[src/design/wsc_pkg.sv]
// constants and types of the wake, shutdown and clock sequencer
// assumes a single 100 MHz system clock and a 32.768 kHz time base
package wsc_pkg;

  // ---------------------------------------------------------------
  // clock rates
  // ---------------------------------------------------------------
  localparam longint unsigned CLK_HZ      = 100_000_000;
  localparam longint unsigned XTAL_HZ     = 32_768;
  localparam longint unsigned FAST_CLK_HZ = 2_457_600;
  localparam longint unsigned CLK_NS      = 10;
  localparam longint unsigned NS_PER_S    = 1_000_000_000;

  // ---------------------------------------------------------------
  // widths and types
  // ---------------------------------------------------------------
  localparam int unsigned CNT_W  = 16;
  localparam int unsigned DIV_W  = 12;
  localparam int unsigned HALF_W = 5;
  typedef logic [CNT_W-1:0]  wsc_cnt_t;
  typedef logic [DIV_W-1:0]  wsc_div_t;
  typedef logic [HALF_W-1:0] wsc_half_t;

  typedef enum logic [3:0] {
    ST_SLEEP = 4'h1,
    ST_WAKE  = 4'h2,
    ST_AWAKE = 4'h4,
    ST_SHUT  = 4'h8
  } wsc_state_t;

  // ---------------------------------------------------------------
  // times as printed, in ns
  // ---------------------------------------------------------------
  localparam longint unsigned RESET_TIMEOUT_NS = 1_540_000_000;
  localparam longint unsigned WAKE_MIN_NS      = 1_000;
  localparam longint unsigned SUPPLY_ON_NS     = 1_000;
  localparam longint unsigned FAST_ON_NS       = 31_250_000;
  localparam longint unsigned INT_DELAY_NS     = 7_820_000;
  localparam longint unsigned FAST_OFF_NS      = 1_000_000;
  localparam longint unsigned SUP_OFF_NS       = 2_930_000;

  function automatic longint unsigned ns_to_ticks(longint unsigned ns);
    return (ns * XTAL_HZ + NS_PER_S - 1) / NS_PER_S;
  endfunction

  function automatic longint unsigned ns_to_cyc(longint unsigned ns);
    return (ns + CLK_NS - 1) / CLK_NS;
  endfunction

  // ---------------------------------------------------------------
  // derived counts
  // ---------------------------------------------------------------
  // nearest integer divider: tick rate is 32.765 kHz, 0.01 % slow
  localparam wsc_div_t TICK_DIV = wsc_div_t'((CLK_HZ + XTAL_HZ / 2) / XTAL_HZ);
  // 2.5 MHz, the closest even division of the system clock
  localparam wsc_half_t FAST_HALF = wsc_half_t'(CLK_HZ / (2 * FAST_CLK_HZ));
  localparam wsc_cnt_t RESET_TICKS = wsc_cnt_t'(ns_to_ticks(RESET_TIMEOUT_NS));
  localparam wsc_cnt_t FAST_ON_TICKS  = wsc_cnt_t'(ns_to_ticks(FAST_ON_NS));
  localparam wsc_cnt_t INT_TICKS      = wsc_cnt_t'(ns_to_ticks(INT_DELAY_NS));
  localparam wsc_cnt_t FAST_OFF_TICKS = wsc_cnt_t'(ns_to_ticks(FAST_OFF_NS));
  localparam wsc_cnt_t SUP_OFF_TICKS  = wsc_cnt_t'(ns_to_ticks(SUP_OFF_NS));
  localparam wsc_cnt_t WAKE_MIN_CYC   = wsc_cnt_t'(ns_to_cyc(WAKE_MIN_NS));
  localparam wsc_cnt_t SUPPLY_ON_CYC  = wsc_cnt_t'(ns_to_cyc(SUPPLY_ON_NS));

endpackage

[src/design/wsc_delay.sv]
// saturating delay counter, advanced by a one-cycle enable
// assumes i_run is held for the whole wait; dropping it restarts
module wsc_delay #(
  parameter wsc_pkg::wsc_cnt_t LIMIT = wsc_pkg::wsc_cnt_t'(1)
) (
  input  wire logic i_clock,
  input  wire logic i_rst_n,
  input  wire logic i_tick,
  input  wire logic i_run,
  output logic      o_done
);
  import wsc_pkg::*;

  typedef struct packed {
    wsc_cnt_t cnt;
    logic     done;
  } wsc_dly_s_t;

  wsc_dly_s_t q;
  wsc_dly_s_t d;

  always_comb begin
    d = q;
    if (!i_run) begin
      d.cnt = '0;
    end else if (i_tick && q.cnt != LIMIT) begin
      d.cnt = q.cnt + wsc_cnt_t'(1);
    end
    d.done = i_run && (d.cnt == LIMIT);
  end

  always_ff @(posedge i_clock) begin
    if (!i_rst_n) begin
      q <= '0;
    end else begin
      q <= d;
    end
  end

  assign o_done = q.done;
endmodule

[src/design/wsc_sequencer.sv]
// wake, shutdown and fast clock sequencer of the acquisition device
// assumes analog comparator results arrive as synchronous levels
//
// Operation
// RULE_01 - reset held 1.54 s after supply good
// RULE_02 - select bit picks 1.8 V or 2.7 V
// RULE_03 - wake input held low at least 1 us
// RULE_04 - supply enable rises 1 us after wake
// RULE_05 - fast clock needs reset, supply, PLL
// RULE_06 - fast clock starts 31.25 ms after both
// RULE_07 - fast clock always starts low
// RULE_08 - interrupt 7.82 ms after fast clock on
// RULE_09 - fast clock stops after delay past shutdown
// RULE_10 - supply enable falls 2.93 ms after shutdown
// RULE_11 - supply stays on while PLL is on
// RULE_12 - flag low supply outside sleep below 2.75 V
// RULE_13 - either wake input leaves sleep for standby
// RULE_14 - supply enable low while sleeping
// RULE_15 - interrupt on PLL ready, detect, alarm
// RULE_16 - delays counted in 32.768 kHz ticks; the 1 us wake and supply-on delays count system clock cycles
// RULE_17 - host shuts down after its own clean-up
module wsc_sequencer #(
  parameter wsc_pkg::wsc_cnt_t RESET_TIMEOUT = wsc_pkg::RESET_TICKS
) (
  input  wire logic I_CLOCK,
  input  wire logic I_RST_N,
  input  wire logic I_SUPPLY_ABOVE_1V8,
  input  wire logic I_SUPPLY_ABOVE_2V7,
  input  wire logic I_SUPPLY_GOOD,
  input  wire logic I_MONITOR_THRESHOLD_SELECT,
  input  wire logic I_WAKE_INPUT_A_N,
  input  wire logic I_WAKE_INPUT_B_N,
  input  wire logic I_PLL_ON,
  input  wire logic I_SHUTDOWN_CMD,
  input  wire logic I_SIGNAL_DETECT,
  input  wire logic I_ALARM,
  input  wire logic I_INT_CLEAR,
  output logic      O_RESET_OUT,
  output logic      O_RESET_OE_N,
  output logic      O_SUPPLY_OFF_N,
  output logic      O_FAST_CLOCK_OUT,
  output logic      O_INT_N,
  output logic      O_LOW_SUPPLY,
  output logic      O_AWAKE
);
  import wsc_pkg::*;

  // ---------------------------------------------------------------
  // state
  // ---------------------------------------------------------------
  typedef struct packed {
    wsc_state_t st;
    wsc_div_t   div;
    logic       tick;
    logic       rel;
    logic       sup;
    logic       fast_en;
    logic       fast;
    wsc_half_t  half;
    logic       fast_off;
    logic       int_prev;
    logic       int_n;
    logic       low;
    logic       awake;
  } wsc_top_s_t;

  localparam wsc_top_s_t RESET_STATE = '{
    st: ST_SLEEP, div: '0, tick: 1'b0, rel: 1'b0, sup: 1'b0,
    fast_en: 1'b0, fast: 1'b0, half: '0, fast_off: 1'b0,
    int_prev: 1'b0, int_n: 1'b1, low: 1'b0, awake: 1'b0};

  wsc_top_s_t q;
  wsc_top_s_t d;

  logic supply_ok;
  logic fon_run;
  logic wake_low;
  logic rst_done;
  logic fon_done;
  logic int_done;
  logic wake_done;
  logic son_done;
  logic foff_done;
  logic sdn_done;

  assign supply_ok = I_MONITOR_THRESHOLD_SELECT ? I_SUPPLY_ABOVE_1V8
                                                : I_SUPPLY_ABOVE_2V7; // RULE_02
  assign fon_run   = q.rel && I_SUPPLY_GOOD && I_PLL_ON
                     && !q.fast_off; // RULE_05
  assign wake_low  = (q.st == ST_SLEEP)
                     && (!I_WAKE_INPUT_A_N || !I_WAKE_INPUT_B_N); // RULE_13

  // ---------------------------------------------------------------
  // delay counters
  // ---------------------------------------------------------------
  wsc_delay #(.LIMIT(RESET_TIMEOUT)) u_rst (
    .i_clock(I_CLOCK), .i_rst_n(I_RST_N), .i_tick(q.tick),
    .i_run(supply_ok), .o_done(rst_done)); // RULE_01
  wsc_delay #(.LIMIT(FAST_ON_TICKS)) u_fon (
    .i_clock(I_CLOCK), .i_rst_n(I_RST_N), .i_tick(q.tick),
    .i_run(fon_run), .o_done(fon_done)); // RULE_06
  wsc_delay #(.LIMIT(INT_TICKS)) u_int (
    .i_clock(I_CLOCK), .i_rst_n(I_RST_N), .i_tick(q.tick),
    .i_run(q.fast_en), .o_done(int_done)); // RULE_08
  // short glitches on the wake pins never count as a wake event
  wsc_delay #(.LIMIT(WAKE_MIN_CYC)) u_wake (
    .i_clock(I_CLOCK), .i_rst_n(I_RST_N), .i_tick(1'b1),
    .i_run(wake_low), .o_done(wake_done)); // RULE_03
  wsc_delay #(.LIMIT(SUPPLY_ON_CYC)) u_son (
    .i_clock(I_CLOCK), .i_rst_n(I_RST_N), .i_tick(1'b1),
    .i_run(q.st == ST_WAKE), .o_done(son_done)); // RULE_04
  wsc_delay #(.LIMIT(FAST_OFF_TICKS)) u_foff (
    .i_clock(I_CLOCK), .i_rst_n(I_RST_N), .i_tick(q.tick),
    .i_run(q.st == ST_SHUT), .o_done(foff_done)); // RULE_09
  wsc_delay #(.LIMIT(SUP_OFF_TICKS)) u_sdn (
    .i_clock(I_CLOCK), .i_rst_n(I_RST_N), .i_tick(q.tick),
    .i_run(q.st == ST_SHUT), .o_done(sdn_done)); // RULE_10

  // ---------------------------------------------------------------
  // next state
  // ---------------------------------------------------------------
  always_comb begin
    d = q;
    // time base at the crystal rate
    if (q.div == TICK_DIV - wsc_div_t'(1)) begin // RULE_16
      d.div  = '0;
      d.tick = 1'b1;
    end else begin
      d.div  = q.div + wsc_div_t'(1);
      d.tick = 1'b0;
    end
    d.rel = supply_ok && rst_done; // RULE_01

    unique case (q.st)
      ST_SLEEP: begin
        if (wake_done) begin // RULE_13
          d.st = ST_WAKE;
        end
      end
      ST_WAKE: begin
        if (son_done) begin // RULE_04
          d.st = ST_AWAKE;
        end
      end
      ST_AWAKE: begin
        if (I_SHUTDOWN_CMD) begin
          d.st = ST_SHUT;
        end
      end
      ST_SHUT: begin
        // pll still on: hold the converter on until it is turned off
        if (sdn_done && !I_PLL_ON) begin // RULE_10 RULE_11
          d.st = ST_SLEEP;
        end
      end
      default: begin
        d.st = ST_SLEEP;
      end
    endcase
    d.sup = (d.st == ST_AWAKE) || (d.st == ST_SHUT); // RULE_14
    d.awake = (d.st != ST_SLEEP); // RULE_13

    // fast clock gating and divider
    if (d.st == ST_SHUT && foff_done) begin // RULE_09
      d.fast_off = 1'b1;
    end else if (d.st != ST_SHUT) begin
      d.fast_off = 1'b0;
    end
    d.fast_en = fon_done && fon_run && !d.fast_off; // RULE_05
    if (!d.fast_en) begin // RULE_07
      d.fast = 1'b0;
      d.half = '0;
    end else if (q.half == FAST_HALF - wsc_half_t'(1)) begin
      d.fast = !q.fast;
      d.half = '0;
    end else begin
      d.half = q.half + wsc_half_t'(1);
    end

    // interrupt: a new event beats a clear in the same cycle
    d.int_prev = int_done;
    if ((int_done && !q.int_prev) || I_SIGNAL_DETECT
        || I_ALARM) begin // RULE_08 RULE_15
      d.int_n = 1'b0;
    end else if (I_INT_CLEAR) begin
      d.int_n = 1'b1;
    end

    d.low = (d.st != ST_SLEEP) && !I_SUPPLY_GOOD; // RULE_12
  end

  always_ff @(posedge I_CLOCK) begin
    if (!I_RST_N) begin
      q <= RESET_STATE;
    end else begin
      q <= d;
    end
  end

  // ---------------------------------------------------------------
  // outputs
  // ---------------------------------------------------------------
  // open drain: only ever pulls low, enable active low
  assign O_RESET_OUT      = 1'b0;
  assign O_RESET_OE_N     = q.rel;
  assign O_SUPPLY_OFF_N   = q.sup;
  assign O_FAST_CLOCK_OUT = q.fast;
  assign O_INT_N          = q.int_n;
  assign O_LOW_SUPPLY     = q.low;
  assign O_AWAKE          = q.awake;

  // ---------------------------------------------------------------
  // assertions
  // ---------------------------------------------------------------
  property p_rst_low;
    @(posedge I_CLOCK) disable iff (!I_RST_N)
      !supply_ok |=> !q.rel;
  endproperty
  a_rst_low: assert property (p_rst_low) // RULE_01
    else $error("reset released while supply below threshold");

  property p_thresh;
    @(posedge I_CLOCK) disable iff (!I_RST_N)
      (I_MONITOR_THRESHOLD_SELECT && !I_SUPPLY_ABOVE_1V8)
      || (!I_MONITOR_THRESHOLD_SELECT && !I_SUPPLY_ABOVE_2V7)
      |=> O_RESET_OE_N == 1'b0;
  endproperty
  a_thresh: assert property (p_thresh) // RULE_02
    else $error("wrong reset threshold used");

  property p_supply_on;
    @(posedge I_CLOCK) disable iff (!I_RST_N)
      $rose(q.sup) |-> $past(q.st == ST_WAKE) && $past(son_done);
  endproperty
  a_supply_on: assert property (p_supply_on) // RULE_04
    else $error("supply enable rose without wake delay");

  property p_fast_gate;
    @(posedge I_CLOCK) disable iff (!I_RST_N)
      q.fast_en |-> $past(q.rel && I_SUPPLY_GOOD && I_PLL_ON);
  endproperty
  a_fast_gate: assert property (p_fast_gate) // RULE_05
    else $error("fast clock enabled without all conditions");

  property p_fast_first_low;
    @(posedge I_CLOCK) disable iff (!I_RST_N)
      $rose(q.fast_en) |-> !q.fast [*8];
  endproperty
  a_fast_first_low: assert property (p_fast_first_low) // RULE_07
    else $error("fast clock did not start low");

  property p_supply_pll;
    @(posedge I_CLOCK) disable iff (!I_RST_N)
      q.sup && I_PLL_ON |=> q.sup;
  endproperty
  a_supply_pll: assert property (p_supply_pll) // RULE_11
    else $error("supply enable dropped while pll on");

  property p_supply_off;
    @(posedge I_CLOCK) disable iff (!I_RST_N)
      $fell(q.sup) |-> $past(sdn_done) && $past(q.st == ST_SHUT);
  endproperty
  a_supply_off: assert property (p_supply_off) // RULE_10
    else $error("supply enable fell without shutdown delay");

  property p_low_flag;
    @(posedge I_CLOCK) disable iff (!I_RST_N)
      !I_SUPPLY_GOOD && q.st == ST_AWAKE |=> q.low;
  endproperty
  a_low_flag: assert property (p_low_flag) // RULE_12
    else $error("low supply not flagged");

  property p_wake;
    @(posedge I_CLOCK) disable iff (!I_RST_N)
      q.st == ST_SLEEP && wake_done |=> q.st == ST_WAKE ##101 q.sup;
  endproperty
  a_wake: assert property (p_wake) // RULE_13
    else $error("wake did not leave sleep in time");

  property p_sleep_off;
    @(posedge I_CLOCK) disable iff (!I_RST_N)
      q.st == ST_SLEEP |-> !O_SUPPLY_OFF_N;
  endproperty
  a_sleep_off: assert property (p_sleep_off) // RULE_14
    else $error("supply enable high in sleep");

  property p_int_event;
    @(posedge I_CLOCK) disable iff (!I_RST_N)
      I_SIGNAL_DETECT || I_ALARM |=> !O_INT_N;
  endproperty
  a_int_event: assert property (p_int_event) // RULE_15
    else $error("interrupt missed an event");

  property p_tick;
    @(posedge I_CLOCK) disable iff (!I_RST_N)
      q.tick |=> !q.tick [*8];
  endproperty
  a_tick: assert property (p_tick) // RULE_16
    else $error("time base ticks too often");
endmodule

[config.mk]
export PLATFORM = sky130hd
export DESIGN_NAME = wsc_sequencer
export DESIGN_NICKNAME = d
export VERILOG_FILES = /design/src/design/wsc_pkg.sv /design/src/design/wsc_delay.sv /design/src/design/wsc_sequencer.sv
export SDC_FILE = /design/constraint.sdc
export NUM_CORES = 1
export LEC_CHECK = 0
export ABC_AREA = 1
export BUFFER_PORTS_ARGS = -buffer_cell sky130_fd_sc_hd__buf_4
export CORE_MARGIN = 1
export CORE_UTILIZATION = 30
export CTS_CLUSTER_SIZE = 12
export DETAILED_ROUTE_END_ITERATION = 8
export GPL_ROUTABILITY_DRIVEN = 0
export GPL_TIMING_DRIVEN = 0
export SYNTH_ARGS = -nofsm -noshare
export SYNTH_HDL_FRONTEND = slang
export SYNTH_SLANG_ARGS = --single-unit
[constraint.sdc]
create_clock -name I_CLOCK -period 2.2 [get_ports I_CLOCK]
set_input_delay 0 -clock I_CLOCK [delete_from_list [all_inputs] [get_ports I_CLOCK]]
set_output_delay 0 -clock I_CLOCK [all_outputs]
set_load 0.02 [all_outputs]
==> results of run 1 <==
[metal layers]
layer	track usage	up-vias	part of all wire
met1	0.196	3915	0.48
met4	0.0347	0	0.0070
met2	0.260	157	0.47
li1	-	4542	-
met3	0.0290	11	0.042
met5	0	-	0
[cell families (layout without fill, tap and decap cells)]
| family | after synthesis | count (layout) | synth area share |
|---|---|---|---|
| buffers and inverters | 202 | 259 | 0.0925 |
| DFF | 150 | 150 | 0.342 |
| AOI/OAI and AO/OA | 75 | 75 | 0.0489 |
| and+or+nand+nor | 935 | 935 | 0.461 |
| adders and majority gates | 15 | 15 | 0.0214 |
| other | 1 | 1 | 0.000427 |
| xor gates and xnor gates | 34 | 34 | 0.0339 |
[critical path: stages (launching register included)]
cell                      delay (ps)
sky130_fd_sc_hd__dfxtp_1         360
sky130_fd_sc_hd__inv_1            70
sky130_fd_sc_hd__ha_1            170
sky130_fd_sc_hd__inv_1            60
sky130_fd_sc_hd__nor2_1           40
sky130_fd_sc_hd__nand2_1         100
sky130_fd_sc_hd__nor2_4           50
sky130_fd_sc_hd__a21oi_2         230
sky130_fd_sc_hd__buf_4           220
sky130_fd_sc_hd__nand2_1          60
sky130_fd_sc_hd__nand3_1          90
sky130_fd_sc_hd__nand3_1          80
sky130_fd_sc_hd__nor2_1          100
sky130_fd_sc_hd__nand3_1          80
sky130_fd_sc_hd__nor2_1          140
[state kept, by name (all words and copies together), names as in the netlist, 16 cells and up]
name	count
q	25
u_foff.q	16
u_fon.q	16
u_int.q	16
u_rst.q	16
u_sdn.q	16
u_son.q	16
u_wake.q	16
[final cells by class]
class	instances	area, sq um	area share
Sequential cell	150	3000	0.299
Tap cell	384	480	0.0477
Inverter	176	661	0.0657
Multi-Input combinational cell	1060	4970	0.494
Clock inverter	15	169	0.0168
Buffer	26	151	0.0150
Timing Repair Buffer	25	205	0.0204
Clock buffer	17	425	0.0423
[worst min-delay path by stage]
stage | slack, ps | endpoint | cells after the start | start
after floorplan | 70 | O_INT_N$_SDFFE_PN1P_ | 1 | I_RST_N
after global placement | 200 | O_LOW_SUPPLY$_SDFF_PN0_ | 2 | I_SUPPLY_GOOD
after detailed placement | 190 | O_LOW_SUPPLY$_SDFF_PN0_ | 2 | I_SUPPLY_GOOD
after CTS | 50 | u_wake.q[3]$_SDFF_PN0_ | 6 | I_WAKE_INPUT_B_N
after global routing | 110 | u_wake.q[3]$_SDFF_PN0_ | 6 | I_WAKE_INPUT_B_N
final | 60 | u_wake.q[3]$_SDFF_PN0_ | 6 | I_WAKE_INPUT_B_N
[layout by cell type (no fill, tap or decap), types with 5 or more instances in the layout]
| master | instances |
|---|---|
| sky130_fd_sc_hd__nand3_1 | 150 |
| sky130_fd_sc_hd__clkbuf_1 | 10 |
| sky130_fd_sc_hd__nor3_1 | 37 |
| sky130_fd_sc_hd__ha_1 | 15 |
| sky130_fd_sc_hd__o21ai_1 | 8 |
| sky130_fd_sc_hd__nor3_2 | 5 |
| sky130_fd_sc_hd__clkbuf_16 | 17 |
| sky130_fd_sc_hd__nor2_1 | 291 |
| sky130_fd_sc_hd__a21oi_1 | 30 |
| sky130_fd_sc_hd__buf_4 | 23 |
| sky130_fd_sc_hd__inv_1 | 160 |
| sky130_fd_sc_hd__nor2_4 | 5 |
| sky130_fd_sc_hd__nand2_1 | 372 |
| sky130_fd_sc_hd__dfxtp_1 | 149 |
| sky130_fd_sc_hd__xnor2_1 | 6 |
| sky130_fd_sc_hd__dlygate4sd3_1 | 7 |
| sky130_fd_sc_hd__o21ai_0 | 21 |
| sky130_fd_sc_hd__inv_2 | 15 |
| sky130_fd_sc_hd__nand3b_1 | 7 |
| sky130_fd_sc_hd__nand4_1 | 30 |
| sky130_fd_sc_hd__nor2_2 | 11 |
| sky130_fd_sc_hd__xor2_1 | 28 |
| sky130_fd_sc_hd__nand2_2 | 9 |
| sky130_fd_sc_hd__inv_6 | 5 |
[report_power, final]
| part | internal (mW) | leakage (nW) | switching [mW] |
|---|---|---|---|
| clock network | 1.70 | 0.283 | 1.28 |
| logic | 0.0485 | 2.53 | 0.0846 |
| registers | 2.72 | 1.21 | 0.00665 |
| total | 4.47 | 4.03 | 1.37 |
[stage by stage]
step,utilization,hold slack (ps),instance area [sq um]
after detailed placement,0.327,193,9390
after floorplan,-,69.7,8780
after global routing,0.351,105,10100
after global placement,0.327,196,9390
after CTS,0.351,48.6,10100
final,0.351,62.6,10100
[timing repair]
action                                 CTS  global route
setup endpoints to repair                0             3
endpoints found under the hold margin    8             0
gates resized for setup                  0             3
buffers inserted                         0             0
hold buffers                             8             0
==> impl_metrics.prom, run 1 <==
# TYPE chip_impl_metric gauge
chip_impl_metric{name="clock_tree.buffer_depth",unit=""} 2
chip_impl_info{name="ranking_of_synthesized_cells_by_area",value="sky130_fd_sc_hd__dfxtp_1, sky130_fd_sc_hd__nand2_1, sky130_fd_sc_hd__nor2_1, sky130_fd_sc_hd__nand3_1, sky130_fd_sc_hd__inv_1"} 1
chip_impl_metric{name="fill_cells",unit=""} 3110
chip_impl_metric{name="detail_route.wirelength",unit="um"} 22200
chip_impl_metric{name="max_slew_margin",unit=""} 0.526
chip_impl_metric{name="finalHoldViolations",unit=""} 0
chip_impl_metric{name="drt.antenna.violating_nets",unit=""} 0
chip_impl_metric{name="worstPathRequired",unit="ps"} 2550
chip_impl_metric{name="synth.net_count",unit=""} 1440
chip_impl_metric{name="final.period_utilization",unit=""} 0.882
chip_impl_info{name="cts.root.buffer_cell",value="sky130_fd_sc_hd__clkbuf_16"} 1
chip_impl_info{name="rsz0062_at_grt",value="false"} 1
chip_impl_metric{name="clock_sinks",unit=""} 150
chip_impl_metric{name="max_clock_freq",unit="MHz"} 515
chip_impl_metric{name="synth_to_final_area_change",unit="%"} 14.7
chip_impl_metric{name="drt-initial-drc-count",unit=""} 617
chip_impl_metric{name="seq_area_frac_synth",unit=""} 0.342
chip_impl_metric{name="post_place_setup_slack",unit="ps"} 199
chip_impl_metric{name="fin_worst_skew",unit="ps"} 9.92
chip_impl_metric{name="synthesis.area",unit="sq um"} 8780
chip_impl_metric{name="wire_length_of_the_first_global_routing_pass",unit="um"} 37300
chip_impl_metric{name="yosys_warnings",unit=""} 0
chip_impl_metric{name="insertedDiodeCount",unit=""} 0
chip_impl_info{name="yosys-top-cells-count",value="sky130_fd_sc_hd__nand2_1, sky130_fd_sc_hd__nor2_1, sky130_fd_sc_hd__inv_1, sky130_fd_sc_hd__dfxtp_1, sky130_fd_sc_hd__nand3_1"} 1
chip_impl_metric{name="floorplan.rows",unit=""} 62
chip_impl_info{name="startpoint",value="u_sdn.q[2]$_SDFF_PN0_"} 1
chip_impl_metric{name="avgSynthCellArea",unit="sq um"} 6.22
chip_impl_metric{name="reg2reg_depth",unit=""} 14
chip_impl_info{name="status",value="completed"} 1
chip_impl_info{name="yosysMostFrequentCell",value="sky130_fd_sc_hd__nand2_1"} 1
chip_impl_info{name="min-delay-path-class",value="in -> reg"} 1
chip_impl_info{name="critical_r2r_capture",value="u_sdn.o_done$_SDFF_PN0_"} 1
chip_impl_metric{name="maxCapViolCount",unit=""} 0
chip_impl_metric{name="grt_start_max_net_pins",unit=""} 17
chip_impl_info{name="critPathKind",value="reg -> reg"} 1
chip_impl_metric{name="postSynthRegisterBits",unit=""} 150
chip_impl_metric{name="grt_util_all_layers",unit=""} 0.152
chip_impl_info{name="clock_tree_from_tritoncts",value="done"} 1
chip_impl_info{name="worstSetupEndpoint",value="u_sdn.o_done$_SDFF_PN0_"} 1
chip_impl_metric{name="wire_per_inst",unit="um"} 12.0
chip_impl_metric{name="die_height",unit="um"} 173
chip_impl_metric{name="setup-violations-final",unit=""} 0
chip_impl_metric{name="inst_count_dp",unit=""} 1814
chip_impl_metric{name="power_per_cell_area",unit="nW/um^2"} 581
chip_impl_metric{name="cts.reportedPaths.clkPinSlew",unit="ps"} 60
chip_impl_metric{name="finalNonFillerCells",unit=""} 1853
chip_impl_metric{name="floorplan.io_pins",unit=""} 20
chip_impl_metric{name="drt-vias-per-instance",unit=""} 4.65
chip_impl_metric{name="critical_path.max_fanout",unit=""} 10
chip_impl_metric{name="synth-edff-count",unit=""} 0
chip_impl_info{name="synth_top_area_cell",value="sky130_fd_sc_hd__dfxtp_1"} 1
chip_impl_info{name="yosys_most_used_dff",value="sky130_fd_sc_hd__dfxtp_1"} 1
chip_impl_metric{name="slew_viol_final",unit=""} 0
chip_impl_metric{name="p_leak",unit="nW"} 4.03
chip_impl_metric{name="fin_crit",unit="ps"} 1940
chip_impl_info{name="crit-reg2reg-launch",value="u_sdn.q[2]$_SDFF_PN0_"} 1
chip_impl_metric{name="detail_route.first_pass.iterations",unit=""} 5
chip_impl_info{name="setup.worst_path.end_class",value="register"} 1
chip_impl_info{name="worst_setup_path_start_kind",value="register"} 1
chip_impl_metric{name="grt_overflow",unit=""} 0
chip_impl_metric{name="share_of_final_layout_standard_cells_stronger_than_drive_strength_1",unit=""} 0.0851
chip_impl_metric{name="finalWorstSetupSlack",unit="ps"} 259
chip_impl_metric{name="ctsHtreeMaxLevel",unit=""} 4
chip_impl_metric{name="r2r_setup_slack",unit="ps"} 260
chip_impl_metric{name="die_width",unit="um"} 173
chip_impl_metric{name="route.vias.total",unit=""} 8625
chip_impl_metric{name="final.setup.tns",unit="ps"} 0
chip_impl_metric{name="yosysTopAreaCellShare",unit=""} 0.342
chip_impl_metric{name="power.ir.vdd_worst",unit="mV"} 0.482
chip_impl_metric{name="remaining_drc_errors",unit=""} 0
chip_impl_metric{name="coreArea",unit="sq um"} 28700
chip_impl_metric{name="postSynth.asyncResetShare",unit=""} 0
chip_impl_metric{name="hpwlAfterDp",unit="um"} 16400
chip_impl_metric{name="worstMarginPinSlew",unit="ps"} 711
chip_impl_metric{name="report.power.total",unit="mW"} 5.84
chip_impl_metric{name="first_global_vias",unit=""} 7930
chip_impl_metric{name="design.die.area",unit="sq um"} 29900
chip_impl_metric{name="antenna_violations_before_repair",unit=""} 0
chip_impl_metric{name="ys_types",unit=""} 43
chip_impl_metric{name="initial_utilization",unit=""} 0.306
chip_impl_metric{name="final_nets",unit=""} 1484
chip_impl_metric{name="worst-endpoint-arrival",unit="ps"} 2290
chip_impl_metric{name="clk-insertion-delay-late",unit="ps"} 430
chip_impl_metric{name="portBuffers",unit=""} 18
chip_impl_metric{name="netlist_instances",unit=""} 1412
chip_impl_metric{name="number_of_clock_buffers_inserted_by_tritoncts",unit=""} 17
(Power assumes the default switching activity.)
==> run 2: changes to the inputs <==
--- a/config.mk
+++ b/config.mk
@@ -13,6 +13,7 @@
 export DETAILED_ROUTE_END_ITERATION = 8
 export GPL_ROUTABILITY_DRIVEN = 0
 export GPL_TIMING_DRIVEN = 0
+export RECOVER_POWER = 25
 export SYNTH_ARGS = -nofsm -noshare
 export SYNTH_HDL_FRONTEND = slang
 export SYNTH_SLANG_ARGS = --single-unit
==> run 2 against run 1 <==
Against the previous run:
- clock power about the same
- combinational power is essentially flat
- maximum frequency decreased by 3.9%
- core utilization is 0.14 points lower
- clock skew decreased by 0.62 ps
- sequential share of layout area grew 0.12 points
- total power about the same
- die area did not move
- cell area down 0.41%
- final cell count did not move
- sequential power about the same
- worst setup slack lost 80 ps
- critical endpoint is now q[14]$_SDFF_PN0_
==> impl_metrics.prom, run 2 (same netlist as run 1, synthesis figures left out) <==
# TYPE chip_impl_metric gauge
chip_impl_metric{name="ctsHtreeMaxLevel",unit=""} 4
chip_impl_metric{name="report.power.total",unit="mW"} 5.84
chip_impl_metric{name="grt_util_all_layers",unit=""} 0.152
chip_impl_metric{name="setup-violations-final",unit=""} 0
chip_impl_info{name="timing.critical_path.slowest_stage_cell",value="sky130_fd_sc_hd__clkbuf_1"} 1
chip_impl_metric{name="final.period_utilization",unit=""} 0.919
chip_impl_info{name="timing.critical_path.mode_cell",value="sky130_fd_sc_hd__clkbuf_1"} 1
chip_impl_metric{name="grt_overflow",unit=""} 0
chip_impl_info{name="worst_setup_path_start_kind",value="input port"} 1
chip_impl_metric{name="inst_count_dp",unit=""} 1814
chip_impl_metric{name="drt-vias-per-instance",unit=""} 4.65
chip_impl_metric{name="critical_path.n_buffers_inverters",unit=""} 5
chip_impl_info{name="status",value="completed"} 1
chip_impl_metric{name="coreArea",unit="sq um"} 28700
chip_impl_metric{name="maxCapViolCount",unit=""} 0
chip_impl_metric{name="worst-endpoint-arrival",unit="ps"} 2310
chip_impl_metric{name="final.setup.tns",unit="ps"} 0
chip_impl_metric{name="p_leak",unit="nW"} 3.99
chip_impl_metric{name="hold_slack",unit="ps"} 63.0
chip_impl_metric{name="cts.reportedPaths.clkPinSlew",unit="ps"} 60
chip_impl_metric{name="largest_register_ffs",unit=""} 25
chip_impl_info{name="critPathKind",value="in -> reg"} 1
chip_impl_metric{name="initial_utilization",unit=""} 0.306
chip_impl_info{name="path_cells",value="dlygate4sd3_1 -> clkbuf_1 -> inv_1 -> clkbuf_1 -> clkbuf_1 -> nor2_1"} 1
chip_impl_metric{name="insertedDiodeCount",unit=""} 0
chip_impl_metric{name="die_width",unit="um"} 173
chip_impl_info{name="crit_family",value="buffers and inverters"} 1
chip_impl_metric{name="first_global_vias",unit=""} 7930
chip_impl_metric{name="floorplan.io_pins",unit=""} 20
chip_impl_metric{name="route.vias.total",unit=""} 8625
chip_impl_info{name="layout.cells.most_common_list",value="sky130_fd_sc_hd__nand2_1, sky130_fd_sc_hd__nor2_1, sky130_fd_sc_hd__inv_1"} 1
chip_impl_info{name="setup.worst_path.end_class",value="register"} 1
chip_impl_metric{name="grt_start_max_net_pins",unit=""} 17
chip_impl_metric{name="postCtsSetupRepairBufs",unit=""} 0
chip_impl_metric{name="clock_tree.buffer_depth",unit=""} 2
chip_impl_metric{name="clk-insertion-delay-late",unit="ps"} 430
chip_impl_metric{name="antenna_violations_before_repair",unit=""} 0
chip_impl_metric{name="number_of_clock_buffers_inserted_by_tritoncts",unit=""} 17
chip_impl_metric{name="synth_to_final_area_change",unit="%"} 14.2
chip_impl_info{name="layout.cells.most_common",value="sky130_fd_sc_hd__nand2_1"} 1
chip_impl_info{name="clock_tree_from_tritoncts",value="done"} 1
chip_impl_metric{name="finalHoldViolations",unit=""} 0
chip_impl_metric{name="die_height",unit="um"} 173
chip_impl_metric{name="final_nets",unit=""} 1484
chip_impl_metric{name="max_clock_freq",unit="MHz"} 495
chip_impl_metric{name="remaining_drc_errors",unit=""} 0
chip_impl_metric{name="wire_length_of_the_first_global_routing_pass",unit="um"} 37300
chip_impl_metric{name="regArea",unit="sq um"} 3000
chip_impl_info{name="max_flop_register",value="q"} 1
chip_impl_metric{name="multi_input_gate_area_in_the_final_layout",unit="sq um"} 4950
chip_impl_metric{name="critical_path.max_fanout",unit=""} 10
chip_impl_metric{name="detail_route.wirelength",unit="um"} 22200
chip_impl_metric{name="finalNonFillerCells",unit=""} 1853
chip_impl_metric{name="detail_route.first_pass.iterations",unit=""} 6
chip_impl_metric{name="wire_per_inst",unit="um"} 12.0
chip_impl_metric{name="post_place_setup_slack",unit="ps"} 199
chip_impl_metric{name="finalInstanceArea",unit="sq um"} 10000
chip_impl_metric{name="floorplan.rows",unit=""} 62
chip_impl_metric{name="portBuffers",unit=""} 18
chip_impl_metric{name="place_area",unit="sq um"} 9390
chip_impl_info{name="cts.root.buffer_cell",value="sky130_fd_sc_hd__clkbuf_16"} 1
chip_impl_info{name="min-delay-path-class",value="in -> reg"} 1
chip_impl_metric{name="worstMarginPinSlew",unit="ps"} 703
chip_impl_metric{name="design.die.area",unit="sq um"} 29900
chip_impl_metric{name="critical_path.max_stage_delay",unit="ps"} 570
chip_impl_metric{name="power.ir.vdd_worst",unit="mV"} 0.483
chip_impl_metric{name="drt-initial-drc-count",unit=""} 589
chip_impl_metric{name="finalCoreUtilization",unit=""} 0.349
chip_impl_metric{name="hpwlAfterDp",unit="um"} 16400
chip_impl_info{name="rsz0062_at_grt",value="false"} 1
chip_impl_metric{name="fin_crit",unit="ps"} 2020
chip_impl_metric{name="fill_cells",unit=""} 3116
chip_impl_metric{name="worstPathRequired",unit="ps"} 2490
chip_impl_metric{name="power_per_cell_area",unit="nW/um^2"} 583
chip_impl_metric{name="slew_viol_final",unit=""} 0
chip_impl_metric{name="drt.antenna.violating_nets",unit=""} 0
chip_impl_metric{name="max_slew_margin",unit=""} 0.531
chip_impl_metric{name="share_of_final_layout_standard_cells_stronger_than_drive_strength_1",unit=""} 0.0762
chip_impl_metric{name="fin_worst_skew",unit="ps"} 9.29
chip_impl_metric{name="clock_sinks",unit=""} 150
chip_impl_metric{name="finalWorstSetupSlack",unit="ps"} 179
run 2: cell count changes in the layout (fill, tap and decap cells not counted), moves of 2 or more:
cell                       change
sky130_fd_sc_hd__inv_2         -2
sky130_fd_sc_hd__clkbuf_1      +8
sky130_fd_sc_hd__inv_1         +2
sky130_fd_sc_hd__nor2_1        +3
sky130_fd_sc_hd__buf_4         -7
sky130_fd_sc_hd__nor2_2        -2
run 2: final timing paths:
| path | start | endpoint | slack [ps] | cells after the start |
|---|---|---|---|---|
| setup / recovery | I_RST_N | q[14]$_SDFF_PN0_ | 180 | 6 |
| hold / removal | I_WAKE_INPUT_B_N | u_wake.q[3]$_SDFF_PN0_ | 60 | 6 |
| setup reg to reg | u_fon.q[2]$_SDFF_PN0_ | u_fon.o_done$_SDFF_PN0_ | 210 | 14 |
| hold reg to reg | u_int.o_done$_SDFF_PN0_ | q[3]$_SDFF_PN0_ | 430 | 2 |
run 2: tightest hold or removal path, delay by kind of cell:
kind,cells,cell delay (ps)
AOI/OAI and AO/OA,1,80
buffers and inverters,2,200
and+or+nand+nor,3,170
run 2: metal layers:
layer | global-route usage | up-vias | routed length, um
li1 | - | 4542 | -
met1 | 0.196 | 3921 | 10600
met2 | 0.260 | 152 | 10400
met3 | 0.0290 | 10 | 939
met4 | 0.0347 | 0 | 151
met5 | 0 | - | 0
run 2: final cells by class:
class / count / share of cell area
Multi-Input combinational cell: 1060 / 0.494
Sequential cell: 150 / 0.300
Inverter: 176 / 0.0659
Tap cell: 384 / 0.0479
Clock buffer: 17 / 0.0425
Timing Repair Buffer: 25 / 0.0179
Clock inverter: 15 / 0.0169
Buffer: 26 / 0.0151
run 2: repair_timing:
item	in CTS	in global routing
resized for setup	0	3
hold buffers	8	0
endpoints found under the hold margin	8	0
endpoints found under the setup margin	0	3
run 2: power breakdown:
group | total, mW | leakage, nW | switching [mW] | internal [mW]
clock | 2.98 | 0.283 | 1.28 | 1.70
sequential | 2.73 | 1.21 | 0.00660 | 2.72
combinational | 0.131 | 2.50 | 0.0845 | 0.0465
total | 5.84 | 3.99 | 1.37 | 4.47
==> run 3: changes to the inputs <==
--- a/config.mk
+++ b/config.mk
@@ -6,6 +6,7 @@
 export NUM_CORES = 1
 export LEC_CHECK = 0
 export ABC_AREA = 1
+export ABC_CLOCK_PERIOD_IN_PS = 2200
 export BUFFER_PORTS_ARGS = -buffer_cell sky130_fd_sc_hd__buf_4
 export CORE_MARGIN = 1
 export CORE_UTILIZATION = 30
@@ -16,4 +17,5 @@
 export RECOVER_POWER = 25
 export SYNTH_ARGS = -nofsm -noshare
 export SYNTH_HDL_FRONTEND = slang
+export SYNTH_HIERARCHICAL = 1
 export SYNTH_SLANG_ARGS = --single-unit
==> run 3 against run 2 <==
Against the previous run:
- synthesized cell count grew 5.2%
- global-route usage shrank 0.99 points
- critical path depth is the same
- sequential cell count is the same
- register-to-register slack lost 30 ps
- routed wire length shrank 3.2%
- worst hold slack lost 46 ps
- cell area grew 6.0%
- clock power is essentially flat
- die area grew 6.5%
- critical path type is now reg -> reg
- largest cell class unchanged
- largest power group unchanged
- highest routed layer unchanged
==> impl_metrics.prom, run 3 <==
# TYPE chip_impl_metric gauge
chip_impl_info{name="status",value="completed"} 1
chip_impl_metric{name="first_global_vias",unit=""} 8168
chip_impl_metric{name="grt_start_max_net_pins",unit=""} 23
chip_impl_metric{name="synth_simple_gate_area_frac",unit=""} 0.480
chip_impl_metric{name="wire_per_inst",unit="um"} 11.1
chip_impl_info{name="ranking_of_synthesized_cells_by_area",value="sky130_fd_sc_hd__dfxtp_1, sky130_fd_sc_hd__nand2_1, sky130_fd_sc_hd__nor2_1, sky130_fd_sc_hd__nand3_1, sky130_fd_sc_hd__inv_1"} 1
chip_impl_metric{name="largest_register_ffs",unit=""} 25
chip_impl_metric{name="clock_tree.buffer_depth",unit=""} 2
chip_impl_metric{name="drt-vias-per-instance",unit=""} 4.60
chip_impl_metric{name="drt.antenna.violating_nets",unit=""} 0
chip_impl_metric{name="final_nets",unit=""} 1561
chip_impl_metric{name="max_clock_freq",unit="MHz"} 495
chip_impl_metric{name="synth_to_final_area_change",unit="%"} 13.6
chip_impl_metric{name="regArea",unit="sq um"} 3010
chip_impl_metric{name="synth_compound_area_frac",unit=""} 0.0463
chip_impl_metric{name="die_height",unit="um"} 179
chip_impl_metric{name="share_of_final_layout_standard_cells_stronger_than_drive_strength_1",unit=""} 0.100
chip_impl_metric{name="r2r_setup_slack",unit="ps"} 180
chip_impl_metric{name="yosys_warnings",unit=""} 6
chip_impl_metric{name="detail_route.wirelength",unit="um"} 21500
chip_impl_metric{name="netlist_instances",unit=""} 1485
chip_impl_metric{name="slew_viol_final",unit=""} 0
chip_impl_metric{name="avgSynthCellArea",unit="sq um"} 6.30
chip_impl_metric{name="number_of_clock_buffers_inserted_by_tritoncts",unit=""} 17
chip_impl_metric{name="power.ir.vdd_worst",unit="mV"} 0.418
chip_impl_metric{name="fill_cells",unit=""} 3309
chip_impl_metric{name="clock_sinks",unit=""} 150
chip_impl_info{name="max_flop_register",value="q"} 1
chip_impl_info{name="yosys-top-cells-count",value="sky130_fd_sc_hd__nand2_1, sky130_fd_sc_hd__nor2_1, sky130_fd_sc_hd__inv_1, sky130_fd_sc_hd__nand3_1, sky130_fd_sc_hd__dfxtp_1"} 1
chip_impl_metric{name="fin_worst_skew",unit="ps"} 10.1
chip_impl_metric{name="ctsHtreeMaxLevel",unit=""} 4
chip_impl_metric{name="synthesis.area",unit="sq um"} 9350
chip_impl_metric{name="critical_path.max_fanout",unit=""} 6
chip_impl_info{name="yosysMostFrequentCell",value="sky130_fd_sc_hd__nand2_1"} 1
chip_impl_metric{name="xor_and_xnor_fraction_of_the_mapped_netlist_area",unit=""} 0.0300
chip_impl_metric{name="portBuffers",unit=""} 18
chip_impl_info{name="min-delay-path-class",value="in -> reg"} 1
chip_impl_info{name="path_cells",value="nor2_1 -> nand3_1 -> a21oi_2 -> inv_1 -> dlygate4sd3_1 -> nor3_1"} 1
chip_impl_metric{name="final.period_utilization",unit=""} 0.918
chip_impl_metric{name="proportion_of_synthesized_area_in_mux_cells",unit=""} 0
chip_impl_metric{name="maxCapViolCount",unit=""} 0
chip_impl_metric{name="comb_power_share",unit=""} 0.033
chip_impl_metric{name="wire_length_of_the_first_global_routing_pass",unit="um"} 37200
chip_impl_metric{name="synth-edff-count",unit=""} 0
chip_impl_metric{name="finalCoreUtilization",unit=""} 0.347
chip_impl_metric{name="post_synth_fa_ha_maj_area_fraction",unit=""} 0.0201
chip_impl_metric{name="report.power.total",unit="mW"} 5.90
chip_impl_metric{name="hold_slack",unit="ps"} 17.5
chip_impl_info{name="rsz0062_at_grt",value="false"} 1
chip_impl_metric{name="floorplan.io_pins",unit=""} 20
chip_impl_metric{name="finalNonFillerCells",unit=""} 1942
chip_impl_metric{name="p_switching",unit="mW"} 1.27
chip_impl_metric{name="finalHoldViolations",unit=""} 0
chip_impl_metric{name="p_leak",unit="nW"} 4.41
chip_impl_metric{name="design.die.area",unit="sq um"} 31900
chip_impl_metric{name="inst_count_dp",unit=""} 1900
chip_impl_info{name="layout.cells.most_common_list",value="sky130_fd_sc_hd__nand2_1, sky130_fd_sc_hd__nor2_1, sky130_fd_sc_hd__inv_1"} 1
chip_impl_metric{name="worstMarginPinSlew",unit="ps"} 532
chip_impl_metric{name="postSynthRegisterBits",unit=""} 150
chip_impl_info{name="cts.root.buffer_cell",value="sky130_fd_sc_hd__clkbuf_16"} 1
chip_impl_metric{name="route.vias.total",unit=""} 8924
chip_impl_metric{name="ys_types",unit=""} 39
chip_impl_metric{name="worst-endpoint-arrival",unit="ps"} 2360
chip_impl_metric{name="coreArea",unit="sq um"} 30600
chip_impl_metric{name="max_slew_margin",unit=""} 0.645
chip_impl_metric{name="setup-violations-final",unit=""} 0
chip_impl_metric{name="clk-insertion-delay-late",unit="ps"} 420
chip_impl_info{name="setup.worst_path.end_class",value="register"} 1
chip_impl_metric{name="cts.reportedPaths.clkPinSlew",unit="ps"} 60
chip_impl_metric{name="hpwlAfterDp",unit="um"} 15800
chip_impl_info{name="worst_setup_path_start_kind",value="register"} 1
chip_impl_metric{name="p_int",unit="mW"} 4.63
chip_impl_metric{name="drt-initial-drc-count",unit=""} 398
chip_impl_metric{name="grt_util_all_layers",unit=""} 0.142
chip_impl_info{name="synth_top_area_cell",value="sky130_fd_sc_hd__dfxtp_1"} 1
chip_impl_metric{name="insertedDiodeCount",unit=""} 0
chip_impl_metric{name="clock_power_share",unit=""} 0.501
chip_impl_metric{name="fin_crit",unit="ps"} 2020
chip_impl_metric{name="power_per_cell_area",unit="nW/um^2"} 556
chip_impl_metric{name="initial_utilization",unit=""} 0.306
chip_impl_metric{name="detail_route.first_pass.iterations",unit=""} 5
chip_impl_info{name="timing.critical_path.slowest_stage_cell",value="sky130_fd_sc_hd__dlygate4sd3_1"} 1
chip_impl_info{name="yosys_most_used_dff",value="sky130_fd_sc_hd__dfxtp_1"} 1
chip_impl_metric{name="die_width",unit="um"} 179
chip_impl_metric{name="grt_overflow",unit=""} 0
chip_impl_metric{name="remaining_drc_errors",unit=""} 0
chip_impl_metric{name="postSynth.asyncResetShare",unit=""} 0
chip_impl_metric{name="multi_input_gate_area_in_the_final_layout",unit="sq um"} 5360
chip_impl_metric{name="yosysTopAreaCellShare",unit=""} 0.321
chip_impl_metric{name="post_place_setup_slack",unit="ps"} -393
chip_impl_metric{name="seq_area_frac_synth",unit=""} 0.321
chip_impl_info{name="synth_top_family_by_area",value="simple AND/OR/NAND/NOR gates"} 1
chip_impl_metric{name="antenna_violations_before_repair",unit=""} 0
chip_impl_metric{name="worstPathRequired",unit="ps"} 2540
chip_impl_metric{name="floorplan.rows",unit=""} 64
chip_impl_info{name="layout.cells.most_common",value="sky130_fd_sc_hd__nand2_1"} 1
chip_impl_metric{name="power.switching_fraction",unit=""} 0.215
chip_impl_info{name="critPathKind",value="reg -> reg"} 1
chip_impl_metric{name="seq_power_share",unit=""} 0.465
chip_impl_info{name="clock_tree_from_tritoncts",value="done"} 1
chip_impl_metric{name="finalWorstSetupSlack",unit="ps"} 180
chip_impl_metric{name="critical_path.max_stage_delay",unit="ps"} 570
==> run 3: cell count changes after synthesis, moves of 11 or more <==
cell                      previous run  this run
sky130_fd_sc_hd__nand2_1           372       423
sky130_fd_sc_hd__nor2_1            293       262
sky130_fd_sc_hd__nor2_2              9        32
sky130_fd_sc_hd__nor3_1             37        22
sky130_fd_sc_hd__nand4_1            30        43
sky130_fd_sc_hd__a21oi_1            30        41
==> run 3: critical path, delay by kind of cell, from the launching register on <==
kind | cells | cell delay (ps)
AND/OR/NAND/NOR | 3 | 610
flip-flops | 1 | 330
AO/OA/AOI/OAI | 1 | 340
buffers and inverters | 2 | 660
==> run 3: timing repair <==
action / in CTS / in global routing
setup endpoints to repair: 12 / 4
hold buffers: 8 / 3
pin swaps: 0 / 0
setup buffers: 0 / 0
resized for setup: 3 / 3
hold endpoints to repair: 7 / 6
==> run 3: worst paths after layout <==
kind                                         startpoint                             to  cells past startpoint
worst max-delay path                   q[29]$_SDFF_PN0_         u_wake/q[4]$_SDFF_PN0_                      6
worst min-delay path                           I_PLL_ON  O_FAST_CLOCK_OUT$_SDFFE_PN0P_                      5
worst max register to register         q[29]$_SDFF_PN0_         u_wake/q[4]$_SDFF_PN0_                      6
worst min register to register  u_int/o_done$_SDFF_PN0_                q[3]$_SDFF_PN0_                      2
==> run 3: power groups by stage <==
stage | combinational, mW | sequential, mW | clock (mW)
2_1_floorplan | 0.123 | 2.81 | 0
3_3_place_gp | 0.180 | 2.81 | 0
3_5_place_dp | 0.183 | 2.81 | 0
4_1_cts | 0.195 | 2.74 | 3.05
5_1_grt | 0.221 | 2.75 | 3.19
6_report | 0.197 | 2.75 | 2.96
==> run 3: routing by layer <==
layer  vias up  GRT usage  routed length (um)
li1       4787          -                   -
met1      4010      0.185               10700
met2       108      0.236                9950
met3        19     0.0215                 508
met4         0     0.0477                 300
met5         -          0                   0
==> run 3: area by class of cell <==
type,instances,share of cell area
multi-input combinational,1127,0.505
sequential,150,0.283
inverter,178,0.0629
clock buffer,26,0.0479
tap,396,0.0466
buffer,31,0.0259
timing repair buffer,28,0.0200
clock inverter,6,0.00848
==> run 3: stage by stage <==
| stage | TNS (ps) | instance area, sq um |
|---|---|---|
| 2_1_floorplan | 0 | 9350 |
| 3_3_place_gp | -1250 | 9980 |
| 3_5_place_dp | -1260 | 9980 |
| 4_1_cts | 0 | 10700 |
| 5_1_grt | 0 | 10600 |
| 6_report | 0 | 10600 |
==> run 3: cell families after synthesis <==
| group | after synthesis |
|---|---|
| fa+ha+maj | 15 |
| xor+xnor | 32 |
| flops | 150 |
| simple gates | 999 |
| buf+inv | 209 |
| other cells | 2 |
| compound gates | 78 |
